<file path="src/inc/wdrom_pkg.sv">
package wdrom_pkg;

    // Register byte addresses (low byte of haddr)
    localparam logic [7:0]  ADDR_CTRL       = 8'h00;
    localparam logic [7:0]  ADDR_CFG        = 8'h04;
    localparam logic [7:0]  ADDR_EP         = 8'h08;
    localparam logic [7:0]  ADDR_STATUS     = 8'h0c;
    localparam logic [7:0]  ADDR_PTR        = 8'h10;
    localparam logic [7:0]  ADDR_DATA       = 8'h14;

    // Field positions
    localparam int          CTRL_WAKE_BIT   = 0;
    localparam int          CTRL_BATT_BIT   = 1;
    localparam int          CTRL_WIRED_BIT  = 2;
    localparam int          CTRL_BUILD_BIT  = 3;
    localparam int          CFG_NIF_LSB     = 0;
    localparam int          CFG_VAL_LSB     = 8;
    localparam int          CFG_STR_LSB     = 16;
    localparam int          EP_NUM_LSB      = 0;
    localparam int          EP_DIR_BIT      = 4;
    localparam int          EP_TYPE_LSB     = 5;
    localparam int          EP_IVL_LSB      = 8;
    localparam int          EP_MPS_LSB      = 16;
    localparam int          ST_BUSY_BIT     = 0;
    localparam int          ST_VALID_BIT    = 1;
    localparam int          ST_LEN_LSB      = 8;
    localparam int          ATTR_ONE_BIT    = 7;
    localparam int          ATTR_SELF_BIT   = 6;
    localparam int          ATTR_WAKE_BIT   = 5;
    localparam int          ATTR_BATT_BIT   = 4;
    localparam int          HTRANS_ACT_BIT  = 1;

    // Values after reset
    localparam logic [2:0]  CTRL_RST        = 3'h0;
    localparam logic [23:0] CFG_RST         = 24'h000101;
    localparam logic [31:0] EP_RST          = 32'h00400001;
    localparam logic [4:0]  PTR_RST         = 5'h00;

    // Descriptor layout
    localparam logic [7:0]  CFG_LEN         = 8'h09;
    localparam logic [7:0]  EP_LEN          = 8'h07;
    localparam logic [7:0]  COMP_LEN        = 8'h0a;
    localparam logic [7:0]  DT_CONFIG       = 8'h02;
    localparam logic [7:0]  DT_ENDPOINT     = 8'h05;
    localparam logic [7:0]  DT_COMPANION    = 8'h11;
    localparam logic [4:0]  IMG_EP_BASE     = 5'h09;
    localparam logic [4:0]  IMG_COMP_BASE   = 5'h10;
    localparam logic [4:0]  IMG_WIRED_LEN   = 5'h09;
    localparam logic [4:0]  IMG_FULL_LEN    = 5'h1a;

    // Byte store
    localparam int          MEM_AW          = 5;
    localparam int          MEM_DEPTH       = 32;

    // Wait states on a byte read, so the store output settles after a pointer write
    localparam logic [1:0]  READ_WAIT       = 2'h2;

    typedef enum logic [1:0] {
        XFER_CONTROL = 2'h0,
        XFER_ISO     = 2'h1,
        XFER_BULK    = 2'h2,
        XFER_INTR    = 2'h3
    } wdrom_xfer_t;

    typedef enum logic [1:0] {
        FILL_IDLE = 2'h1,
        FILL_RUN  = 2'h2
    } wdrom_fill_t;

endpackage : wdrom_pkg

</file>
<file path="src/inc/wdrom_mem_if.sv">
`timescale 1ns/10ps
`default_nettype none

interface wdrom_mem_if;
    logic       wr_en;
    logic [4:0] wr_addr;
    logic [7:0] wr_data;
    logic [4:0] rd_addr;
    logic [7:0] rd_data;

    modport store (input wr_en, input wr_addr, input wr_data, input rd_addr, output rd_data);
    modport user  (output wr_en, output wr_addr, output wr_data, output rd_addr, input rd_data);
endinterface : wdrom_mem_if

`default_nettype wire

</file>
<file path="src/design/wdrom_mem.sv">
`timescale 1ns/10ps
`default_nettype none

module wdrom_mem (
    input  wire logic        clk,
    wdrom_mem_if.store       port
);

    logic [7:0] cells [wdrom_pkg::MEM_DEPTH];

    // No reset on the array: contents are only trusted after a fill
    always_ff @(posedge clk) begin
        if (port.wr_en) begin
            cells[port.wr_addr] <= port.wr_data;
        end
    end

    always_ff @(posedge clk) begin
        port.rd_data <= cells[port.rd_addr];
    end

endmodule : wdrom_mem

`default_nettype wire

</file>
<file path="src/design/wdrom_top.sv">
// Behaviour
// - Configuration attributes byte always has bit 7 set to one.
// - Configuration attributes bits 3 to 0 are always zero.
// - Attributes: bit 6 self-powered, bit 5 remote wakeup, bit 4 battery.
// - Self-powered attribute bit is always one.
// - Remote wakeup bit set exactly when the configuration supports wakeup.
// - Maximum power byte at configuration offset 8 is always zero.
// - Wired configuration never carries the wireless endpoint descriptor.
// - Endpoint address: number in 3:0, zeros in 6:4, direction in 7; on a control endpoint bit 7 reads as zero.
// - Endpoint descriptor byte 0 holds its size in bytes.
// - An endpoint companion descriptor follows the endpoint descriptor.
// - Transfer type in attribute bits 1:0: control, iso, bulk, interrupt.
//
// Added by the designer: the address map and the AHB-Lite slave port.
`timescale 1ns/10ps
`default_nettype none

module wdrom_top (
    input  wire logic        clk,
    input  wire logic        rst_n,
    input  wire logic        hsel,
    input  wire logic [31:0] haddr,
    input  wire logic [1:0]  htrans,
    input  wire logic        hwrite,
    input  wire logic [2:0]  hsize,
    input  wire logic [31:0] hwdata,
    input  wire logic        hready,
    output logic             hreadyout,
    output logic             hresp,
    output logic [31:0]      hrdata
);

    logic                     rst_meta_n;
    logic                     rst_sync_n;

    logic                     ctrl_wake;
    logic                     ctrl_batt;
    logic                     ctrl_wired;
    logic [23:0]              cfg;
    logic [31:0]              ep;
    logic [4:0]               ptr;

    logic                     dp_write;
    logic [7:0]               dp_addr;
    logic [1:0]               rd_wait;

    wdrom_pkg::wdrom_fill_t   fill_state;
    logic [4:0]               fill_idx;
    logic [4:0]               img_len;
    logic                     img_valid;
    logic                     fill_wired;
    logic                     build_req;

    logic                     accept;
    logic                     wr_ok;
    logic [4:0]               next_len;

    wdrom_mem_if              mem_bus ();

    // Reset: asynchronous assertion, release through two flops
    always_ff @(posedge clk or negedge rst_n) begin
        if (!rst_n) begin
            rst_meta_n <= 1'b0;
            rst_sync_n <= 1'b0;
        end else begin
            rst_meta_n <= 1'b1;
            rst_sync_n <= rst_meta_n;
        end
    end

    function automatic logic [7:0] attr_byte(input logic wake, input logic batt);
        logic [7:0] a;
        a = 8'h00;
        a[wdrom_pkg::ATTR_ONE_BIT]  = 1'b1;
        a[wdrom_pkg::ATTR_SELF_BIT] = 1'b1;
        a[wdrom_pkg::ATTR_WAKE_BIT] = wake;
        a[wdrom_pkg::ATTR_BATT_BIT] = batt;
        return a;
    endfunction : attr_byte

    function automatic logic [7:0] ep_addr_byte(input logic [31:0] e);
        logic [7:0] a;
        a = 8'h00;
        a[3:0] = e[wdrom_pkg::EP_NUM_LSB +: 4];
        // Direction has no meaning on a control endpoint, so it reads as OUT there
        if (e[wdrom_pkg::EP_TYPE_LSB +: 2] != wdrom_pkg::XFER_CONTROL) begin
            a[7] = e[wdrom_pkg::EP_DIR_BIT];
        end
        return a;
    endfunction : ep_addr_byte

    function automatic logic [7:0] image_byte(
        input logic [4:0]  idx,
        input logic [4:0]  total,
        input logic        wake,
        input logic        batt,
        input logic [23:0] c,
        input logic [31:0] e
    );
        logic [7:0] b;
        b = 8'h00;
        unique case (idx)
            5'h00: b = wdrom_pkg::CFG_LEN;
            5'h01: b = wdrom_pkg::DT_CONFIG;
            5'h02: b = {3'h0, total};
            5'h03: b = 8'h00;
            5'h04: b = c[wdrom_pkg::CFG_NIF_LSB +: 8];
            5'h05: b = c[wdrom_pkg::CFG_VAL_LSB +: 8];
            5'h06: b = c[wdrom_pkg::CFG_STR_LSB +: 8];
            5'h07: b = attr_byte(wake, batt);
            5'h08: b = 8'h00;
            5'h09: b = wdrom_pkg::EP_LEN;
            5'h0a: b = wdrom_pkg::DT_ENDPOINT;
            5'h0b: b = ep_addr_byte(e);
            5'h0c: b = {6'h00, e[wdrom_pkg::EP_TYPE_LSB +: 2]};
            5'h0d: b = e[wdrom_pkg::EP_MPS_LSB +: 8];
            5'h0e: b = e[wdrom_pkg::EP_MPS_LSB + 8 +: 8];
            5'h0f: b = e[wdrom_pkg::EP_IVL_LSB +: 8];
            5'h10: b = wdrom_pkg::COMP_LEN;
            5'h11: b = wdrom_pkg::DT_COMPANION;
            default: b = 8'h00;
        endcase
        return b;
    endfunction : image_byte

    // Bus decode
    assign accept = hsel & hready & htrans[wdrom_pkg::HTRANS_ACT_BIT];
    // Settings are frozen while the image is being filled
    assign wr_ok  = dp_write & (fill_state == wdrom_pkg::FILL_IDLE);

    always_ff @(posedge clk or negedge rst_sync_n) begin
        if (!rst_sync_n) begin
            dp_write <= 1'b0;
            dp_addr  <= 8'h00;
        end else if (accept) begin
            dp_write <= hwrite;
            dp_addr  <= haddr[7:0];
        end else if (hreadyout) begin
            dp_write <= 1'b0;
        end
    end

    // Control register
    always_ff @(posedge clk or negedge rst_sync_n) begin
        if (!rst_sync_n) begin
            {ctrl_wired, ctrl_batt, ctrl_wake} <= wdrom_pkg::CTRL_RST;
            build_req                          <= 1'b0;
        end else begin
            build_req <= 1'b0;
            if (wr_ok && dp_addr == wdrom_pkg::ADDR_CTRL) begin
                ctrl_wake  <= hwdata[wdrom_pkg::CTRL_WAKE_BIT];
                ctrl_batt  <= hwdata[wdrom_pkg::CTRL_BATT_BIT];
                ctrl_wired <= hwdata[wdrom_pkg::CTRL_WIRED_BIT];
                build_req  <= hwdata[wdrom_pkg::CTRL_BUILD_BIT];
            end
        end
    end

    // Configuration and endpoint settings
    always_ff @(posedge clk or negedge rst_sync_n) begin
        if (!rst_sync_n) begin
            cfg <= wdrom_pkg::CFG_RST;
            ep  <= wdrom_pkg::EP_RST;
        end else begin
            if (wr_ok && dp_addr == wdrom_pkg::ADDR_CFG) begin
                cfg <= hwdata[23:0];
            end
            if (wr_ok && dp_addr == wdrom_pkg::ADDR_EP) begin
                ep <= hwdata;
            end
        end
    end

    // Image length: a wired link gets the configuration descriptor alone
    assign next_len = ctrl_wired ? wdrom_pkg::IMG_WIRED_LEN
                                 : wdrom_pkg::IMG_FULL_LEN;

    // Image fill engine, one byte per cycle
    always_ff @(posedge clk or negedge rst_sync_n) begin
        if (!rst_sync_n) begin
            fill_state <= wdrom_pkg::FILL_IDLE;
            fill_idx   <= 5'h00;
            img_len    <= 5'h00;
            img_valid  <= 1'b0;
            fill_wired <= 1'b0;
        end else begin
            unique case (fill_state)
                wdrom_pkg::FILL_IDLE: begin
                    if (build_req) begin
                        fill_state <= wdrom_pkg::FILL_RUN;
                        fill_idx   <= 5'h00;
                        img_len    <= next_len;
                        fill_wired <= ctrl_wired;
                        img_valid  <= 1'b0;
                    end
                end
                wdrom_pkg::FILL_RUN: begin
                    if (fill_idx == img_len - 5'h01) begin
                        fill_state <= wdrom_pkg::FILL_IDLE;
                        img_valid  <= 1'b1;
                    end else begin
                        fill_idx <= fill_idx + 5'h01;
                    end
                end
                default: begin
                    fill_state <= wdrom_pkg::FILL_IDLE;
                end
            endcase
        end
    end

    assign mem_bus.wr_en   = (fill_state == wdrom_pkg::FILL_RUN) &
                             ~(fill_wired & (fill_idx >= wdrom_pkg::IMG_EP_BASE));
    assign mem_bus.wr_addr = fill_idx;
    assign mem_bus.wr_data = image_byte(fill_idx, img_len, ctrl_wake, ctrl_batt, cfg, ep);
    assign mem_bus.rd_addr = ptr;

    wdrom_mem u_mem (
        .clk  (clk),
        .port (mem_bus.store)
    );

    // Read pointer: software-set, advances after each byte read
    always_ff @(posedge clk or negedge rst_sync_n) begin
        if (!rst_sync_n) begin
            ptr <= wdrom_pkg::PTR_RST;
        end else if (rd_wait == 2'h1) begin
            ptr <= ptr + 5'h01;
        end else if (wr_ok && dp_addr == wdrom_pkg::ADDR_PTR) begin
            ptr <= hwdata[4:0];
        end
    end

    // Read data and wait states
    always_ff @(posedge clk or negedge rst_sync_n) begin
        if (!rst_sync_n) begin
            hrdata    <= 32'h00000000;
            hreadyout <= 1'b1;
            rd_wait   <= 2'h0;
        end else if (rd_wait != 2'h0) begin
            rd_wait <= rd_wait - 2'h1;
            if (rd_wait == 2'h1) begin
                hrdata    <= {24'h000000, mem_bus.rd_data};
                hreadyout <= 1'b1;
            end
        end else if (accept && !hwrite) begin
            hrdata <= 32'h00000000;
            unique case (haddr[7:0])
                wdrom_pkg::ADDR_CTRL: begin
                    hrdata[wdrom_pkg::CTRL_WAKE_BIT]  <= ctrl_wake;
                    hrdata[wdrom_pkg::CTRL_BATT_BIT]  <= ctrl_batt;
                    hrdata[wdrom_pkg::CTRL_WIRED_BIT] <= ctrl_wired;
                end
                wdrom_pkg::ADDR_CFG: begin
                    hrdata <= {8'h00, cfg};
                end
                wdrom_pkg::ADDR_EP: begin
                    hrdata <= ep;
                end
                wdrom_pkg::ADDR_STATUS: begin
                    hrdata[wdrom_pkg::ST_BUSY_BIT]       <= fill_state == wdrom_pkg::FILL_RUN;
                    hrdata[wdrom_pkg::ST_VALID_BIT]      <= img_valid;
                    hrdata[wdrom_pkg::ST_LEN_LSB +: 5]   <= img_len;
                end
                wdrom_pkg::ADDR_PTR: begin
                    hrdata[4:0] <= ptr;
                end
                wdrom_pkg::ADDR_DATA: begin
                    // Store output lags the pointer, so hold the bus two cycles
                    rd_wait   <= wdrom_pkg::READ_WAIT;
                    hreadyout <= 1'b0;
                end
                default: begin
                    hrdata <= 32'h00000000;
                end
            endcase
        end
    end

    always_ff @(posedge clk or negedge rst_sync_n) begin
        if (!rst_sync_n) begin
            hresp <= 1'b0;
        end else begin
            hresp <= 1'b0;
        end
    end

endmodule : wdrom_top

`default_nettype wire

</file>
<file path="config.mk">
export PLATFORM = sky130hd
export DESIGN_NAME = wdrom_top
export DESIGN_NICKNAME = d
export VERILOG_FILES = /design/src/inc/wdrom_pkg.sv /design/src/inc/wdrom_mem_if.sv /design/src/design/wdrom_mem.sv /design/src/design/wdrom_top.sv
export SDC_FILE = /design/constraint.sdc
export NUM_CORES = 1
export LEC_CHECK = 0
export BUFFER_PORTS_ARGS = -buffer_cell sky130_fd_sc_hd__buf_2
export CAP_MARGIN = 40
export CORE_UTILIZATION = 60
export DETAILED_ROUTE_END_ITERATION = 6
export PLACE_DENSITY = 0.86
export SYNTH_ARGS = -nofsm -noshare
export SYNTH_HDL_FRONTEND = slang
export SYNTH_SLANG_ARGS = --single-unit
</file>
<file path="constraint.sdc">
create_clock -name clk -period 11.5 [get_ports clk]
set_input_delay 1.725 -clock clk [delete_from_list [all_inputs] [get_ports clk]]
set_output_delay 1.725 -clock clk [all_outputs]
set_load 0.03 [all_outputs]
</file>
==> metrics.txt, run 1 <==
status=finished clean; largest net degree at the start of global routing=62; clk buf depth=3; Fmax=270.9 MHz; Post-synth top flop=edfxtp_1; number of global-route vias before repair=9,978; Worst slew margin=34.22%; final RePlAce weighted congestion=0.9287; Layout area overhead=11.56%; core area=0.02635 mm2; dpl cell area=0.01696 mm2; DIE HEIGHT=166.9 um; hold depth=0; Mean Syn Cell Area=15.79 um2; cts repair resizes=0; Placed Cells=1,404; Post-synth EDFFs=256; Mapped Cells=1,033; Final Max Slew Viols=0; Setup Skew=0.02140 ns; final worst slack=7.808 ns; post-synthesis sequential area ratio=66.88%; Hold EP=rst_sync_n; Peak VDD IR=123.3 uV; Initial Util=61.89%; Static Leak=6.962 nW; Setup Buffers After CTS=0; Hold Crit Start=rst_meta_n; kind of critical path=reg2reg; Setup TNS=0 ns; Yosys warnings=0; Reg2Reg Depth=5; DIE WIDTH=166.9 um; post-route cell area=0.01820 mm2; crit end category=flop; CTS tree=built; Congestion Overflow GR=0; row count=59; Die ar.=0.02785 mm2; clock slew at reported path FFs=0.06 ns; Final Hold Fails=0; Synth Cell Area=0.01631 mm2; wire length of the first global-routing pass=58,670 um; fillers=1,609; number of remaining DRC errors=0; RR Endpoint=u_mem.port.rd_data[4]; Tcrit/Tclk final=32.10%; Pwr per Cell Area=192.4 mW/mm2; reg2reg setup slack=7.81 ns; final setup fails=0; H-tree Lvls=2; Worst Max-Slew Pin Slew=0.9867 ns; synth unique cells=71; RSZ-0062 raised after global routing=false; WP data required=11.86 ns; worst skew pair latency=0.53 ns; Hold-fix buffers, CTS=0; clock sink count=386; antenna-violating nets left=0; Placement Setup Slack=7.491 ns; DRT iter0 DRCs=1,257; dpl hpwl=24,590 um; fin crit period=3.692 ns; vias=10,010; nets=1,194; CP Data Arrival Time=4.05 ns; Global Route Usage Sum=28.07%; CP startpoint kind=flop; maximum fanout along the worst path=45; DR pass1 iterations=6; I/O pin count=108; I/O Buffers=78; total CTS buffers=38; initial antenna violation count=1; CTS root buffer=clkbuf_16; Mapped Nets=1,118; Seq cells post-synth=386; Routed WL=38,360 um; final cell count without fillers=1,473; ratio of cells with drive above 1 in the final layout=24.98%; hold_ws=0.3586 ns; Max Cap Viol=0; worst hold path class=reg2reg; via/cell ratio=6.798; R2R Path Start=mem_bus.rd_addr[0]; asr flop ratio synth=31.61%; DR WL/cell=26.04 um
registers in the layout, summed over array words and instances (netlist names), 3 cells and up:
register	cells
u_mem.cells	256
cfg	24
mem_bus.rd_addr	5
dp_addr	8
hrdata	32
ep	32
img_len	3
fill_idx	5
u_mem.port.rd_data	8
logic make-up after synthesis:
family          share of synthesized area (%)
simple gates                            7.142
mux                                     14.25
other cells                           0.04604
flops                                   66.88
fa+ha+maj                              0.8438
buf+inv                                 2.631
xor+xnor                               0.3759
compound gates                          7.832
how the worst max path moves through the flow:
stage                                   from               endpoint  slack, ns  cells past startpoint
after floorplan                   rst_sync_n              build_req       7.86                      0
after global routing      mem_bus.rd_addr[0]  u_mem.port.rd_data[4]       7.66                      5
after detailed placement            haddr[3]             hrdata[16]       7.49                      4
final                     mem_bus.rd_addr[0]  u_mem.port.rd_data[4]       7.81                      5
after global placement              haddr[3]             hrdata[16]       7.51                      4
after CTS                 mem_bus.rd_addr[0]  u_mem.port.rd_data[4]       7.90                      5
worst max-delay path: stages (launching register included):
cell and delay, ns:
dfrtp_4 0.86, buf_4 0.76, mux4_2 0.60, a22o_1 0.30
a2111oi_0 0.78, a21oi_1 0.15
power by group:
part	switching [mW]	internal (mW)	leakage, nW
Combinational	0.371	0.278	2.42
Sequential	0.0962	1.52	3.94
Clock	0.506	0.726	0.599
layer usage:
metal | GRT usage [%] | vias to the layer above | wire length [um]
met2 | 45.52 | 668 | 18550
met1 | 37.04 | 5061 | 14180
li1 | - | 4183 | -
met3 | 5.513 | 101 | 3897
met4 | 12.72 | 0 | 1734
met5 | 0 | - | 0
Yosys cell counts, drive strengths merged (7+ instances only):
| cell type | number | area share [%] |
|---|---|---|
| mux2i | 50 | 3.1 |
| nor3 | 11 | 0.41 |
| inv | 13 | 0.30 |
| and2 | 14 | 0.54 |
| clkbuf | 26 | 0.60 |
| buf | 37 | 1.7 |
| o21ai | 24 | 0.74 |
| a221o | 15 | 0.92 |
| dfxtp | 8 | 0.98 |
| nor2 | 46 | 1.1 |
| a21oi | 24 | 0.74 |
| nor2b | 20 | 0.77 |
| a22o | 27 | 1.4 |
| and3 | 8 | 0.31 |
| dfrtp | 116 | 18 |
| ha | 11 | 0.84 |
| mux4 | 48 | 6.6 |
| a22oi | 25 | 1.2 |
| nand3 | 20 | 0.61 |
| a2111oi | 7 | 0.43 |
| nor3b | 8 | 0.51 |
| o22ai | 7 | 0.27 |
| nand2 | 58 | 1.3 |
| mux2 | 66 | 4.6 |
| nand2b | 7 | 0.27 |
| edfxtp | 256 | 47 |
cells in the final DEF (no fill, tap or decap), types with 5 or more instances in the layout:
| cell | instances |
|---|---|
| edfxtp_1 | 256 |
| dfrtp_1 | 113 |
| buf_2 | 78 |
| mux2_2 | 60 |
| nand2_1 | 58 |
| mux2i_1 | 50 |
| mux4_2 | 48 |
| nor2_1 | 46 |
| clkbuf_16 | 39 |
| a22o_1 | 27 |
| a22oi_1 | 25 |
| a21oi_1 | 23 |
| o21ai_0 | 22 |
| nor2b_1 | 20 |
| nand3_1 | 20 |
| buf_4 | 17 |
| a221o_1 | 15 |
| inv_1 | 13 |
| ha_1 | 11 |
| nor3_1 | 9 |
| and3_1 | 8 |
| and2_0 | 8 |
| clkbuf_1 | 8 |
| dfxtp_1 | 8 |
| nand2b_1 | 7 |
| o22ai_1 | 7 |
| and2_1 | 6 |
| a221oi_1 | 6 |
| nor3b_1 | 6 |
| o221ai_1 | 6 |
| mux2_1 | 6 |
| dfstp_2 | 6 |
| clkinv_1 | 6 |
| nand3b_1 | 5 |
| nand4_1 | 5 |
| clkinv_2 | 5 |
cell type report:
type	count	area, um2	share of cell area (%)
Antenna cell	1	2.502	0.01375
Clock buffer	49	1033	5.680
Clock inverter	19	200.2	1.100
Inverter	13	48.80	0.2682
Multi-Input combinational cell	571	4989	27.42
Sequential cell	386	10920	59.99
Tap cell	335	419.2	2.304
Timing Repair Buffer	99	586.8	3.225
metrics by stage:
step	utilization [%]	total power [mW]
2_1_floorplan	-	2.104
4_1_cts	69.04	3.496
3_3_place_gp	64.09	2.252
6_report	69.05	3.501
5_1_grt	69.05	3.604
3_5_place_dp	64.35	2.279
No activity file was read; power rests on OpenSTA's default activity.
==> inputs of run 2 (changes only) <==
- clock period: 11.5 -> 3.5 ns (I/O delays scaled with it)
==> run 2 against run 1 <==
  * Core utilization grew 0.87 points
  * Via count grew 3.3%
  * Worst setup slack lost 7.3 ns
  * Flip-flop and latch count is the same
  * Critical path type unchanged
  * Combinational power grew to 3.4 times the previous value
  * Clock skew shrank 0.0058 ns
  * Critical path depth grew 2
  * Clock-buffer cell count shrank 1
==> metrics.txt, run 2 (synthesized netlist as in run 1, its figures left out) <==
worst hold path class=in2reg; total CTS buffers=37 (-2.6%); largest net degree at the start of global routing=63 (+1.6%); Gate power share=19.7% (+1.2 points); internal power=8.073 mW (+220%); CP startpoint kind=flop; switching portion of total power=28.63% (+0.83 points); post-route cell area=0.01843 mm2 (+1.3%); Layout area overhead=12.97%; Final Max Slew Viols=0 (unchanged); Top Registers=u_mem.cells (256), ep (32), hrdata (32); nets=1,239 (+3.8%); DR WL/cell=25.69 um (-1.4%); reg2reg setup slack=0.50 ns (-7.30 ns); Placement Setup Slack=0.6358 ns (-6.855 ns); initial antenna violation count=1 (unchanged); DRT iter0 DRCs=1,338 (+6.4%); Final Hold Fails=0 (unchanged); CTS root buffer=clkbuf_16; clock slew at reported path FFs=0.06 ns (about the same); number of remaining DRC errors=0 (unchanged); DIE HEIGHT=166.9 um (unchanged); H-tree Lvls=2 (unchanged); Placed Cells=1,449 (+3.2%); final cell count without fillers=1,518 (+3.1%); Routed WL=38,990 um (+1.7%); sw power=3.239 mW (+230%); Global Route Usage Sum=28.42% (+0.35 points); RR Endpoint=u_mem.cells[0][3]; final RePlAce weighted congestion=0.9131 (-1.7%); RSZ-0062 raised after global routing=false; Fmax=333.7 MHz (+23%); Worst Setup EP=u_mem.cells[0][3]; Worst Max-Slew Pin Slew=0.8980 ns (-0.08872 ns); max FFs per register=256 (unchanged); Biggest register=u_mem.cells; multi-input logic area=0.004984 mm2 (-0.10%); Tcrit/Tclk final=85.63% (+54 points); Die ar.=0.02785 mm2 (unchanged); Reg2Reg Depth=7 (+2); fin crit period=2.997 ns (-0.6951 ns); DR pass1 iterations=7 (+1); overall power=11.31 mW (+220%); wire length of the first global-routing pass=59,420 um (+1.3%); maximum fanout along the worst path=9 (-80%); crit end category=flop; antenna-violating nets left=0 (unchanged); kind of critical path=reg2reg; CP startpoint=fill_idx[1]; Peak VDD IR=329.3 uV (+170%); DIE WIDTH=166.9 um (unchanged); dpl hpwl=24,640 um (+0.21%); R2R Path Start=fill_idx[1]; row count=59 (unchanged); status=finished clean; WP data required=3.74 ns (-8.12 ns); clk buf depth=3 (unchanged); Setup TNS=0 ns (unchanged); Max Cap Viol=0 (unchanged); clock sink count=386 (unchanged); ratio of cells with drive above 1 in the final layout=27.50% (+2.5 points); worst skew pair latency=0.53 ns (about the same); final setup fails=0 (unchanged); Initial Util=61.89% (unchanged); I/O pin count=108 (unchanged); most frequent cells in the layout=edfxtp_1 (256), dfrtp_1 (113), buf_2 (78), buf_4 (62), mux2_2 (60); I/O Buffers=78 (unchanged); dpl cell area=0.01729 mm2 (+1.9%); Pwr per Cell Area=613.9 mW/mm2 (+220%); final worst slack=0.5030 ns (-7.305 ns); CTS tree=built; commonest non-fill, non-tap cell in the layout=edfxtp_1; number of global-route vias before repair=10,010 (+0.35%); vias=10,350 (+3.3%); Setup Skew=0.01559 ns (-0.005809 ns); Storage cell area=0.01092 mm2 (unchanged); Reg power frac=47.2% (+0.9 points); CP Data Arrival Time=3.24 ns (-0.81 ns); Congestion Overflow GR=0 (unchanged); fillers=1,561 (-3.0%); via/cell ratio=6.817 (+0.28%); Clk pwr share=33.1% (-2.1 points); cts repair resizes=0 (unchanged); Static Leak=7.158 nW (+2.8%); core area=0.02635 mm2 (unchanged); Worst slew margin=38.59% (+4.4 points)
-- run 2: cell types whose count changed in the layout (fill, tap and decap cells not counted), sizes merged --
cell,change
bufinv,-3
clkbuf,-1
dlygate4sd3,+1
clkinv,+2
buf,+45
inv,+2
clkinvlp,-1
-- run 2: worst min path at each step --
stage          startpoint    endpoint  slack [ns]  depth (start not counted)
2_1_floorplan       rst_n  rst_meta_n        0.23                          0
3_3_place_gp        rst_n  rst_meta_n        0.31                          1
3_5_place_dp        rst_n  rst_meta_n        0.31                          1
4_1_cts        hwdata[30]      ep[30]        0.22                          2
5_1_grt        hwdata[26]      ep[26]        0.22                          2
6_report       hwdata[30]      ep[30]        0.22                          2
-- run 2: stage by stage --
stage | util [%] | hold slack [ns]
after global routing | 69.92 | 0.2200
after floorplan | - | 0.2294
after detailed placement | 65.61 | 0.3123
after global placement | 65.48 | 0.3102
final | 69.92 | 0.2206
after CTS | 69.91 | 0.2190
-- run 2: final cells by class --
cell class	count	area share [%]
Timing Repair Buffer	145	5.059
Sequential cell	386	59.24
Multi-Input combinational cell	571	27.05
Antenna cell	1	0.01358
Clock inverter	19	0.7401
Inverter	13	0.2648
Clock buffer	48	5.358
Tap cell	335	2.275
-- run 2: what timing repair did --
item / 4_1_cts / 5_1_grt
endpoints found under the hold margin: 2 / 0
buffers inserted: 0 / 0
hold buffers: 1 / 0
-- run 2: power groups by stage --
stage	combinational (mW)	sequential (mW)	clock (mW)
floorplan	1.64	5.27	0
global placement	2.07	5.41	0
detailed placement	2.15	5.42	0
CTS	2.19	5.32	3.78
global route	2.34	5.36	3.95
finish	2.23	5.34	3.75
-- run 2: critical path, stage by stage (launching register included) --
cell and delay, ns:
dfrtp_1 0.45, inv_1 0.12, ha_1 0.35, o41a_1 0.37, o21ai_1 0.34, nand3_1 0.49, nor2_1 0.38, buf_4 0.20
-- run 2: routing by layer --
metal | vias up | track usage, % | part of all wire (%)
li1 | 4287 | - | -
met1 | 5154 | 38.79 | 37
met2 | 765 | 45.10 | 47
met3 | 142 | 5.038 | 10
met4 | 0 | 12.88 | 5.0
met5 | - | 0 | 0
